`config.mk`:
```
export PLATFORM = sky130hd
export DESIGN_NAME = dtp_pulse_port
export DESIGN_NICKNAME = d
export VERILOG_FILES = /design/src/common/dtp_pkg.sv /design/src/design/dtp_pulse_port.sv
export SDC_FILE = /design/constraint.sdc
export NUM_CORES = 1
export LEC_CHECK = 0
export BUFFER_PORTS_ARGS = -buffer_cell sky130_fd_sc_hd__clkbuf_2
export CELL_PAD_IN_SITES_DETAIL_PLACEMENT = 1
export CELL_PAD_IN_SITES_GLOBAL_PLACEMENT = 1
export CORE_ASPECT_RATIO = 1.25
export CORE_MARGIN = 2
export CORE_UTILIZATION = 40
export DETAILED_ROUTE_END_ITERATION = 8
export GPL_TIMING_DRIVEN = 0
export HOLD_SLACK_MARGIN = 0.05
export MAX_ROUTING_LAYER = met4
export PLACE_DENSITY_LB_ADDON = 0.15
export SLEW_MARGIN = 40
export SYNTH_ARGS = -nofsm -noshare
export SYNTH_HDL_FRONTEND = slang
export SYNTH_SLANG_ARGS = --single-unit
```
`constraint.sdc`:
```
create_clock -name sys_clk_i -period 2.65 [get_ports sys_clk_i]
set_input_delay 0.265 -clock sys_clk_i [delete_from_list [all_inputs] [get_ports sys_clk_i]]
set_output_delay 0.265 -clock sys_clk_i [all_outputs]
set_load 0.02 [all_outputs]
```
`src/common/dtp_pkg.sv`:
```
`default_nettype none
// shared constants and types of the duty and tone pulse port
package dtp_pkg;

    // latch layout
    localparam int LATCH_W       = 4;
    localparam int DATA_W        = 6;
    localparam int MODE_LSB_POS  = 0;
    localparam int MODE_MSB_POS  = 1;
    localparam int LOW_DATA_POS  = 2;
    localparam int LOW_DATA_TOP  = 3;
    localparam logic [LATCH_W-1:0] LATCH_RST = 4'h0;

    // mode selector codes
    localparam logic [1:0] MODE_STATIC = 2'h0;
    localparam logic [1:0] MODE_DUTY   = 2'h2;
    localparam int         MODE_SG_BIT = 0;
    localparam int         MODE_FB_BIT = 1;

    // latch select values on the core port
    localparam logic LATCH_SEL_LOW  = 1'b0;
    localparam logic LATCH_SEL_HIGH = 1'b1;

    // timing: clock rate and documented output rates
    localparam int CLK_HZ        = 50_000_000;
    localparam int DUTY_RATE_HZ  = 2690;
    localparam int DUTY_SLOTS    = 67;
    localparam int DUTY_OFFSET   = 2;
    localparam int BASE_LOW_HZ   = 18_000;
    localparam int BASE_HIGH_HZ  = 180_000;
    localparam int SG_OFFSET     = 2;

    // derived cycle counts, rounded down, never below one
    localparam int DUTY_SLOT_CYC = (CLK_HZ / (DUTY_RATE_HZ * DUTY_SLOTS)) > 0 ?
                                   (CLK_HZ / (DUTY_RATE_HZ * DUTY_SLOTS)) : 1;
    localparam int BASE_LOW_CYC  = (CLK_HZ / BASE_LOW_HZ) > 0 ? (CLK_HZ / BASE_LOW_HZ) : 1;
    localparam int BASE_HIGH_CYC = (CLK_HZ / BASE_HIGH_HZ) > 0 ? (CLK_HZ / BASE_HIGH_HZ) : 1;
    localparam int PRE_W         = 12;
    localparam int SLOT_W        = 7;

    // kind of write access from the core
    typedef enum logic [1:0] {
        DTP_ACC_WRITE,
        DTP_ACC_BIT_SET,
        DTP_ACC_BIT_RESET,
        DTP_ACC_NONE
    } dtp_acc_kind_t;

    // one core access to a latch
    typedef struct packed {
        logic                wr;
        logic                rd;
        logic                sel;
        dtp_acc_kind_t       kind;
        logic [LATCH_W-1:0]  data;
    } dtp_core_req_t;

    // read answer to the core
    typedef struct packed {
        logic                valid;
        logic [LATCH_W-1:0]  data;
    } dtp_core_rsp_t;

endpackage
`default_nettype wire

```
`src/design/dtp_pulse_port.sv`:
```
`default_nettype none

// Contract
// RULE_01 - low latch bits 1..0 select mode
// RULE_02 - data: high latch MSB, low bit2 LSB
// RULE_03 - latch reads return content, no effect
// RULE_04 - powerup or clock stop: pin low
// RULE_05 - any low latch write activates output; here a low write while clock stop is set stores but leaves the pin idle
// RULE_06 - high latch write alone never activates
// RULE_07 - chip enable changes leave pin alone
// RULE_08 - software clears low latch for low
// RULE_09 - mode 00 drives low bit 2
// RULE_10 - static mode ignores other data bits
// RULE_11 - mode 10 emits 2.69 kHz pulses
// RULE_12 - 67 slots, high for data+2
// RULE_13 - software writes high latch first
// RULE_14 - running duty takes new high data
// RULE_15 - mode bit0 set gives square wave
// RULE_16 - frequency base over 2(data+2)
// RULE_17 - mode bit1 picks 18k or 180k
// RULE_18 - square wave starts on low write
// RULE_19 - toggle after data+2 base ticks
// RULE_20 - free modulo-67 slot counter compare
module dtp_pulse_port (
    input  wire logic           sys_clk_i,
    input  wire logic           sys_rst_i,
    input  wire logic           clk_en_i,
    input  wire logic           clock_stop_i,
    input  wire logic           chip_enable_pin_i,
    input  wire dtp_pkg::dtp_core_req_t core_req_i,
    output var  dtp_pkg::dtp_core_rsp_t core_rsp_o,
    output logic                chip_enable_level_o,
    output logic                pulse_output_active_o,
    output logic                pulse_output_pin_o
);
    import dtp_pkg::*;

    // output generator states
    typedef enum logic [1:0] {
        DTP_IDLE,
        DTP_STATIC,
        DTP_DUTY,
        DTP_TONE
    } dtp_gen_state_t;

    // latches and generator state
    logic [LATCH_W-1:0] control_low_latch;
    logic [LATCH_W-1:0] data_high_latch;
    logic [LATCH_W-1:0] next_low_latch;
    logic [LATCH_W-1:0] next_high_latch;
    dtp_gen_state_t     gen_state;
    dtp_gen_state_t     next_gen_state;
    logic [1:0]         mode_selector_bits;
    logic [DATA_W-1:0]  data_value;
    logic               low_write;
    logic               high_write;
    logic               halt;

    // duty generator
    logic [PRE_W-1:0]   duty_pre;
    logic [SLOT_W-1:0]  duty_slot;
    logic               duty_tick;
    logic               duty_level;

    // tone generator
    logic [PRE_W-1:0]   tone_pre;
    logic [SLOT_W-1:0]  tone_cnt;
    logic               tone_tick;
    logic               tone_level;
    logic [PRE_W-1:0]   tone_base_cyc;

    // chip enable synchroniser
    logic               ce_meta;
    logic               ce_sync;

    // apply a write, bit-set or bit-reset to a latch value
    // a mask of zero still counts as a write, which is how software re-arms the pin
    function automatic logic [LATCH_W-1:0] apply_access(
        input logic [LATCH_W-1:0] old_val,
        input dtp_acc_kind_t      kind,
        input logic [LATCH_W-1:0] wdata
    );
        logic [LATCH_W-1:0] res;
        res = old_val;
        case (kind)
            DTP_ACC_WRITE:     res = wdata;
            DTP_ACC_BIT_SET:   res = old_val | wdata;
            DTP_ACC_BIT_RESET: res = old_val & ~wdata;
            default:           res = old_val;
        endcase
        return res;
    endfunction

    // generator state that a mode code selects
    // codes x1 both give the tone, 00 static and 10 duty
    function automatic dtp_gen_state_t mode_to_state(input logic [1:0] mode);
        dtp_gen_state_t st;
        st = DTP_STATIC;
        if (mode[MODE_SG_BIT]) begin
            st = DTP_TONE;
        end else if (mode == MODE_DUTY) begin
            st = DTP_DUTY;
        end else begin
            st = DTP_STATIC;
        end
        return st;
    endfunction

    // count compare against data plus an offset, widened to avoid overflow
    function automatic logic below_data(
        input logic [SLOT_W-1:0] cnt,
        input logic [DATA_W-1:0] dat,
        input int                offset
    );
        logic [SLOT_W-1:0] limit;
        limit = SLOT_W'(dat) + SLOT_W'(offset);
        return cnt < limit;
    endfunction

    // a write access that changes or touches the named latch
    function automatic logic is_latch_write(
        input dtp_core_req_t req,
        input logic          sel
    );
        return req.wr && (req.sel == sel) && (req.kind != DTP_ACC_NONE);
    endfunction

    // decode of core strobes; writes under clock stop still store
    // clock stop is a same-clock level from the core, so no synchroniser
    assign halt       = clock_stop_i;
    assign low_write  = is_latch_write(core_req_i, LATCH_SEL_LOW);
    assign high_write = is_latch_write(core_req_i, LATCH_SEL_HIGH);

    // RULE_01 mode from latch
    assign mode_selector_bits = control_low_latch[MODE_MSB_POS:MODE_LSB_POS];
    // RULE_02 data bit assembly
    assign data_value = {data_high_latch, control_low_latch[LOW_DATA_TOP:LOW_DATA_POS]};

    // next latch values from the current access
    always_comb begin
        next_low_latch  = control_low_latch;
        next_high_latch = data_high_latch;
        if (low_write) begin
            next_low_latch = apply_access(control_low_latch, core_req_i.kind, core_req_i.data);
        end
        if (high_write) begin
            next_high_latch = apply_access(data_high_latch, core_req_i.kind, core_req_i.data);
        end
    end

    // low latch storage; clock stop keeps contents
    always_ff @(posedge sys_clk_i) begin
        if (sys_rst_i) begin
            // latches come up zero, a defined stand-in for the undefined power-up value
            control_low_latch <= LATCH_RST;
        end else if (clk_en_i) begin
            // RULE_04 contents kept
            control_low_latch <= next_low_latch;
        end
    end

    // high latch storage; clock stop keeps contents
    always_ff @(posedge sys_clk_i) begin
        if (sys_rst_i) begin
            data_high_latch <= LATCH_RST;
        end else if (clk_en_i) begin
            // RULE_04 contents kept
            data_high_latch <= next_high_latch;
        end
    end

    // RULE_03 read back latch
    // read data holds until the next read so the core may take it late
    always_ff @(posedge sys_clk_i) begin
        if (sys_rst_i) begin
            core_rsp_o <= '0;
        end else if (clk_en_i) begin
            core_rsp_o.valid <= core_req_i.rd;
            if (core_req_i.rd) begin
                core_rsp_o.data <= (core_req_i.sel == LATCH_SEL_HIGH) ?
                                   data_high_latch : control_low_latch;
            end
        end
    end

    // generator state: only a low latch write activates
    // clock stop wins over a low write in the same cycle, so the pin cannot
    // leave the stopped state before the stop is lifted
    always_comb begin
        next_gen_state = gen_state;
        if (halt) begin
            // RULE_04 stop goes idle
            next_gen_state = DTP_IDLE;
        end else if (low_write) begin
            // RULE_05 low write activates
            next_gen_state = mode_to_state(next_low_latch[MODE_MSB_POS:MODE_LSB_POS]);
        end
        // RULE_06 high write ignored here
    end

    // generator state register
    always_ff @(posedge sys_clk_i) begin
        if (sys_rst_i) begin
            gen_state <= DTP_IDLE;
        end else if (clk_en_i) begin
            gen_state <= next_gen_state;
        end
    end

    // RULE_20 slot prescaler
    assign duty_tick = (duty_pre == PRE_W'(DUTY_SLOT_CYC - 1));
    always_ff @(posedge sys_clk_i) begin
        if (sys_rst_i) begin
            duty_pre <= '0;
        end else if (clk_en_i) begin
            duty_pre <= duty_tick ? '0 : duty_pre + PRE_W'(1);
        end
    end

    // RULE_12 modulo 67 slots
    // free running: a new duty write joins the period in progress, so the
    // first period after activation may be cut short
    always_ff @(posedge sys_clk_i) begin
        if (sys_rst_i) begin
            duty_slot <= '0;
        end else if (clk_en_i && duty_tick) begin
            duty_slot <= (duty_slot == SLOT_W'(DUTY_SLOTS - 1)) ? '0 :
                         duty_slot + SLOT_W'(1);
        end
    end

    // RULE_14 live high data
    // data is read live, so a high latch write alone retunes a running train
    assign duty_level = below_data(duty_slot, data_value, DUTY_OFFSET);

    // RULE_17 base selection
    // base periods are rounded down in clock cycles, so tones run slightly fast
    assign tone_base_cyc = mode_selector_bits[MODE_FB_BIT] ? PRE_W'(BASE_HIGH_CYC) :
                                                              PRE_W'(BASE_LOW_CYC);
    assign tone_tick = (tone_pre >= tone_base_cyc - PRE_W'(1));

    // RULE_19 tone counters restart
    // a restart on every low write keeps the first half period whole, even
    // when the write only repeats the same mode and data
    always_ff @(posedge sys_clk_i) begin
        if (sys_rst_i) begin
            tone_pre <= '0;
        end else if (clk_en_i) begin
            if (halt || low_write || tone_tick) begin
                tone_pre <= '0;
            end else begin
                tone_pre <= tone_pre + PRE_W'(1);
            end
        end
    end

    // half period counter and tone level
    always_ff @(posedge sys_clk_i) begin
        if (sys_rst_i) begin
            tone_cnt   <= '0;
            tone_level <= 1'b0;
        end else if (clk_en_i) begin
            if (halt) begin
                tone_cnt   <= '0;
                tone_level <= 1'b0;
            end else if (low_write) begin
                // RULE_18 start on write
                tone_cnt   <= '0;
                tone_level <= 1'b1;
            end else if (tone_tick) begin
                // RULE_16 half period data+2
                if (!below_data(tone_cnt + SLOT_W'(1), data_value, SG_OFFSET)) begin
                    tone_cnt   <= '0;
                    tone_level <= ~tone_level;
                end else begin
                    tone_cnt <= tone_cnt + SLOT_W'(1);
                end
            end
        end
    end

    // generator activity flag, follows the state register
    always_ff @(posedge sys_clk_i) begin
        if (sys_rst_i) begin
            pulse_output_active_o <= 1'b0;
        end else if (clk_en_i) begin
            pulse_output_active_o <= (next_gen_state != DTP_IDLE);
        end
    end

    // output pin level per generator state
    // the pin is registered, so tone edges trail the tone level by one cycle;
    // a low write sets the pin high at once to cover that lag
    always_ff @(posedge sys_clk_i) begin
        if (sys_rst_i) begin
            pulse_output_pin_o <= 1'b0;
        end else if (clk_en_i) begin
            // RULE_07 chip enable unused here
            case (next_gen_state)
                DTP_IDLE: begin
                    // RULE_04 pin forced low
                    pulse_output_pin_o <= 1'b0;
                end
                DTP_STATIC: begin
                    // RULE_09 RULE_10 bit two only
                    pulse_output_pin_o <= next_low_latch[LOW_DATA_POS];
                end
                DTP_DUTY: begin
                    // RULE_11 duty pulse train
                    pulse_output_pin_o <= duty_level;
                end
                DTP_TONE: begin
                    // RULE_15 square wave
                    pulse_output_pin_o <= low_write ? 1'b1 : tone_level;
                end
                default: begin
                    pulse_output_pin_o <= 1'b0;
                end
            endcase
        end
    end

    // chip enable synchroniser; only the second stage reads the first
    always_ff @(posedge sys_clk_i) begin
        if (sys_rst_i) begin
            ce_meta <= 1'b0;
            ce_sync <= 1'b0;
        end else if (clk_en_i) begin
            ce_meta <= chip_enable_pin_i;
            ce_sync <= ce_meta;
        end
    end

    // chip enable level for software polling; never steers the pin
    always_ff @(posedge sys_clk_i) begin
        if (sys_rst_i) begin
            chip_enable_level_o <= 1'b0;
        end else if (clk_en_i) begin
            chip_enable_level_o <= ce_sync;
        end
    end

endmodule
`default_nettype wire

```
Word-level counts from Yosys, hierarchy flattened
Cells that the tools add are included.

word-level totals
  register bits = 59
  bits of input ports = 14
  output and inout port bits = 8
  logic and storage cells = 81

operators by class
  add/sub/neg operators = 6
  order comparisons = 3
  eq/ne operators = 10
  multiplexer cells = 22
  bitwise logic cells = 7
  reductions and logical operators = 17

operators by type and width
  operator                                               count
  2-to-1 mux 12 bit                                      3
  2-to-1 mux 7 bit                                       5
  adder 12 x 1 -> 12 bit (second input constant)         2
  case mux 4 bit (3 select lines)                        2
  adder 7 x 1 -> 7 bit (second input constant)           2
  less-than comparator 7 bit                             2
  equality test 12 x 9 -> 1 bit (second input constant)  1
  greater-or-equal comparator 12 bit                     1
  subtractor 12 x 1 -> 12 bit (second input constant)    1
  AND reduction 3 bit                                    3
  AND 4 bit                                              2
  equality test 2 bit (second input constant)            4
  2-to-1 mux 2 bit                                       4
  OR 4 bit                                               2
  adder 6 x 2 -> 7 bit (second input constant)           1
  equality test 7 bit (second input constant)            1
  nonzero test 3 bit                                     2
  logical AND 1 bit                                      5
  2-to-1 mux 1 bit                                       5
  equality test 2 x 1 -> 1 bit (second input constant)   2
  zero test 2 bit                                        2
  2-to-1 mux 4 bit                                       1
  inverter 4 bit                                         1
  case mux 1 bit (4 select lines)                        1
  7 further kinds                                        10

Logic depth before layout (Yosys ltp)
  depth in word-level cells = 11
  depth in mapped cells = 10
  mapped depth without buffers = 10

Least setup slack after synthesis
No wires, ideal clock.

  kind = register to register
  start point = register tone_cnt[0]
  end point = register tone_cnt[2]
  library setup time = 117 ps
  data arrival time = 2,150 ps
  required time = 2,533 ps
  setup slack = 383 ps
  stages on the path, launching flop included = 11
  buffers on the path = 0
  period minus slack after synthesis = 2,267 ps
  cell sequence = dfxtp_1 > ha_1 > and3_1 > xor2_1 > ha_1 > o211a_1 > o31ai_1 > a21oi_1 > or2_0 > o21ai_0 > a32o_1

on the way
  longest elaborated chain between the ends = 6

RTL lines
  element                     line                                          source
  from (decl)                 dtp_pulse_port.sv:67                          logic [SLOT_W-1:0] tone_cnt;
  from (signal assigned)      dtp_pulse_port.sv:276                         tone_cnt <= tone_cnt + SLOT_W'(1);
  adder 7 x 1 -> 7 bit *      dtp_pulse_port.sv:272, dtp_pulse_port.sv:276
  less-than comparator 7 bit  dtp_pulse_port.sv:117                         return cnt < limit;
  2-to-1 mux 7 bit *          dtp_pulse_port.sv:272                         if (!below_data(tone_cnt + SLOT_W'(1), data_value, SG_OFFSET)) begin
  2-to-1 mux 7 bit *          dtp_pulse_port.sv:270                         end else if (tone_tick) begin
  2-to-1 mux 7 bit *          dtp_pulse_port.sv:266                         end else if (low_write) begin
  2-to-1 mux 7 bit *          dtp_pulse_port.sv:263                         if (halt) begin

Mark *: on every way between the ends. The rest lies on a longest branch, timed or not. The select of a mux whose other input is x is not followed.
A chain may end at the register's enable or synchronous reset.

Worst setup path in the final report
  start point = register control_low_latch[1]
  end point = register tone_cnt[6]

on the way
  longest elaborated chain between the ends = 5

RTL lines
  element                             line                   source
  from (decl)                         dtp_pulse_port.sv:47   logic [LATCH_W-1:0] control_low_latch;
  from (signal assigned)              dtp_pulse_port.sv:158  control_low_latch <= next_low_latch;
  2-to-1 mux 12 bit                   dtp_pulse_port.sv:238  assign tone_base_cyc = mode_selector_bits[MODE_FB_BIT] ? PRE_W'(BASE_HIGH_CYC) :
  subtractor 12 x 1 -> 12 bit         dtp_pulse_port.sv:240  assign tone_tick = (tone_pre >= tone_base_cyc - PRE_W'(1));
  greater-or-equal comparator 12 bit  dtp_pulse_port.sv:240
  nonzero test 3 bit (no line)        --
  AND reduction 2 bit (no line)       --

No other way between the ends.

==> flow_metrics.py <==
metrics = {
    "min_path": {
        "hp-class": "primary input to register",
        "min_to": "ce_meta$_SDFFE_PP0P_",
        "min_path_cells": 3,
        "worstHoldStart": "chip_enable_pin_i",
    },
    "drt": {
        "dr_total_vias": 2989,
        "wl_um": 8680,
        "first_iter_violations": 67,
        "drt-wirelength-per-cell_um": 16.3,
        "drc": 0,
        "drt-vias-per-instance": 5.63,
        "detail-route-antenna-nets": 0,
        "first_pass_iters": 5,
    },
    "clocking": {
        "post-cts-setup-buffers": 0,
        "cts_hold_repair.buffers": 0,
        "clkLatencyLatePin_ns": 0.34,
        "cts_tree": "yes",
        "root_buffer": "clkbuf_8",
        "clock_sinks": 59,
        "path_clk_slew_ns": 0.07,
        "clockBufferDepth": 2,
        "cts_max_level": 3,
        "cts_made_buffers": 9,
    },
    "logic_synthesis": {
        "synthFlopType": "dfxtp_1",
        "avgSynthCellArea_um2": 8.57,
        "async_flop_share_pct": 0,
        "yosys-top-cells-area": "dfxtp_1, ha_1, xor2_1",
        "ys_types": 53,
        "synth_cells": 399,
        "synth_top_cell_by_area": "dfxtp_1",
        "synth_edf_count": 0,
        "syn-num-nets": 444,
        "synth_common_cells": "dfxtp_1, nor2_1, a21oi_1, ha_1, nand2_1",
        "yosys_warnings": 0,
        "ys_seq_elements": 59,
        "synthDominantCellAreaShare_pct": 34.6,
        "syn-cell-area_um2": 3420,
        "synth-seq-area-share_pct": 34.6,
        "synth_most_common_cell": "dfxtp_1",
    },
    "worst_setup_path": {
        "critPathLaunchType": "register",
        "criticalPathCategory": "register to register",
        "path_max_fanout": 10,
        "rrSetupSlack_ns": 0.17,
        "r2r-start": "control_low_latch[1]$_SDFFE_PP0P_",
        "cp-end-kind": "register",
        "r2r_end": "tone_cnt[6]$_SDFFE_PP0P_",
        "rr_worst_depth": 9,
        "cp_data_arrival_time_ns": 2.67,
        "cp.required_ns": 2.84,
    },
    "placement": {
        "portBuffers": 19,
        "pre_cts_ws_ns": -0.0659,
        "finalWeightedCongestion": 0.742,
        "dp_hpwl_um": 6710,
        "placed_cell_area_um2": 3630,
    },
    "timing": {
        "fin_crit_ns": 2.48,
        "max_clock_freq_ghz": 0.403,
        "drv_slew": 0,
        "tightest_slew_ns": 0.662,
        "finalCritPeriodShare_pct": 93.7,
        "clock_skew_ns": 0.0149,
        "holdWs_ns": 0.163,
        "setup_viol": 0,
        "finalWorstSetupSlack_ns": 0.167,
        "rsz0062_at_grt": "false",
        "fin_setup_tns_ns": 0,
        "finalHoldViolations": 0,
        "slew_headroom_pct": 55.8,
    },
    "power": {
        "power_density_nw_per_um2": 510,
        "total_leakage_power_nw": 1.59,
        "peakVddDrop_mv": 0.194,
    },
    "finish": {
        "final_util_pct": 46.6,
        "multiInputGateArea_um2": 2100,
        "syn2layout_area_growth_pct": 12.9,
        "antenna_cells": 0,
        "drive_above_1_share_pct": 14.1,
        "finalInstanceArea_um2": 3860,
        "fin_nets": 474,
        "regArea_um2": 1180,
        "fillers": 1013,
    },
    "global_route": {
        "grt_max_degree": 11,
        "grt_pass1_wl_um": 14600,
        "antenna_found_initial": 0,
        "first_global_vias": 2993,
        "grt_use_total_pct": 20.6,
        "grt.overflow.total": 0,
    },
    "run_status": {
        "status": "finished, final reports clean",
    },
    "die": {
        "core-area_um2": 8290,
        "die_h_um": 107,
        "io_pins": 22,
        "die-width_um": 86.7,
        "row_count": 37,
        "start_util_pct": 41.3,
        "dieArea_um2": 9310,
    },
    "job": {
        "maxCapViolations": 0,
    },
}
-- what timing repair did --
item,in CTS,in global routing
hold endpoints to repair,0,0
resized for setup,2,5
endpoints found under the setup margin,4,4
-- worst max-delay path: stages (launching register included) --
cell      delay, ns
dfxtp_1        0.55
inv_1          0.10
ha_1           0.22
a211o_1        0.28
a2111o_1       0.45
a22o_1         0.28
buf_6          0.15
buf_6          0.15
nand3_1        0.09
a21oi_1        0.06
-- sequential cells by signal, indices dropped and copies added (netlist names) --
signal	flops
tone_level	1
duty_slot	7
data_high_latch	4
pulse_output_pin_o	1
gen_state	2
ce_sync	1
tone_cnt	7
core_rsp_o	5
tone_pre	12
chip_enable_level_o	1
duty_pre	12
control_low_latch	4
pulse_output_active_o	1
ce_meta	1
-- stage by stage --
step / total power, mW / instances
final: 1.97 / 531
after global routing: 2.06 / 531
after CTS: 1.99 / 531
after detailed placement: 1.14 / 515
after global placement: 1.13 / 515
after floorplan: 1.07 / 399
-- cell families (layout without fill, tap and decap cells) --
family / after synthesis / in the layout / synth area share (%)
xor gates and xnor gates: 31 / 31 / 7.94
muxes: 11 / 11 / 3.26
AOI/OAI and AO/OA: 92 / 92 / 16.8
buffers and inverters: 36 / 71 / 4.61
adders and majority gates: 31 / 31 / 11.3
DFF: 59 / 59 / 34.6
and+or+nand+nor: 139 / 139 / 21.4
-- worst max path at each step --
stage,start,to
after floorplan,tone_cnt[0]$_SDFFE_PP0P_,tone_cnt[2]$_SDFFE_PP0P_
after detailed placement,tone_cnt[0]$_SDFFE_PP0P_,tone_cnt[3]$_SDFFE_PP0P_
after global placement,tone_cnt[0]$_SDFFE_PP0P_,tone_cnt[2]$_SDFFE_PP0P_
after global routing,tone_cnt[0]$_SDFFE_PP0P_,tone_level$_SDFFE_PP0P_
after CTS,tone_cnt[0]$_SDFFE_PP0P_,tone_level$_SDFFE_PP0P_
final,control_low_latch[1]$_SDFFE_PP0P_,tone_cnt[6]$_SDFFE_PP0P_
-- power breakdown --
part           switching (mW)  internal, mW
combinational           0.125        0.0698
clock                   0.367         0.485
sequential             0.0179         0.904
total                   0.511          1.46
-- layer usage --
metal / track usage (%) / part of all wire (%) / vias to the layer above / routed length [um]
li1: - / - / 1485 / -
met2: 35.5 / 52 / 24 / 4530
met5: - / 0 / - / 0
met1: 24.4 / 45 / 1466 / 3870
met3: 3.22 / 1.8 / 14 / 153
met4: 6.70 / 1.5 / 0 / 131
-- placed cells by master, fill, tap and decap left out, drive strengths merged, types with 2 or more instances in the layout --
cell type and instances:
or2 3, clkbuf 41, xnor2 9, inv 19, o211a 2, and2 3
ha 31, nor3 16, o21ai 25, o211ai 2, nor4b 2, nand3 13
a32o 3, dfxtp 59, nor2 40, and4b 3, mux2i 10, a211o 2
or3 3, nand2 30, clkinv 3, a211oi 11, and3 9, xor2 22
nand4 9, a31oi 3, nor3b 4, a21oi 32, buf 7
-- cell type report --
cell class	instances	share of cell area [%]
clock buffers	12	4.02
inverters	19	1.85
plain buffers	17	2.24
flip-flops and latches	59	30.6
multi-input cells	304	54.4
repair buffers	19	2.46
clock inverters	4	1.26
well taps	97	3.14
Power figures use the tool's default switching activity.
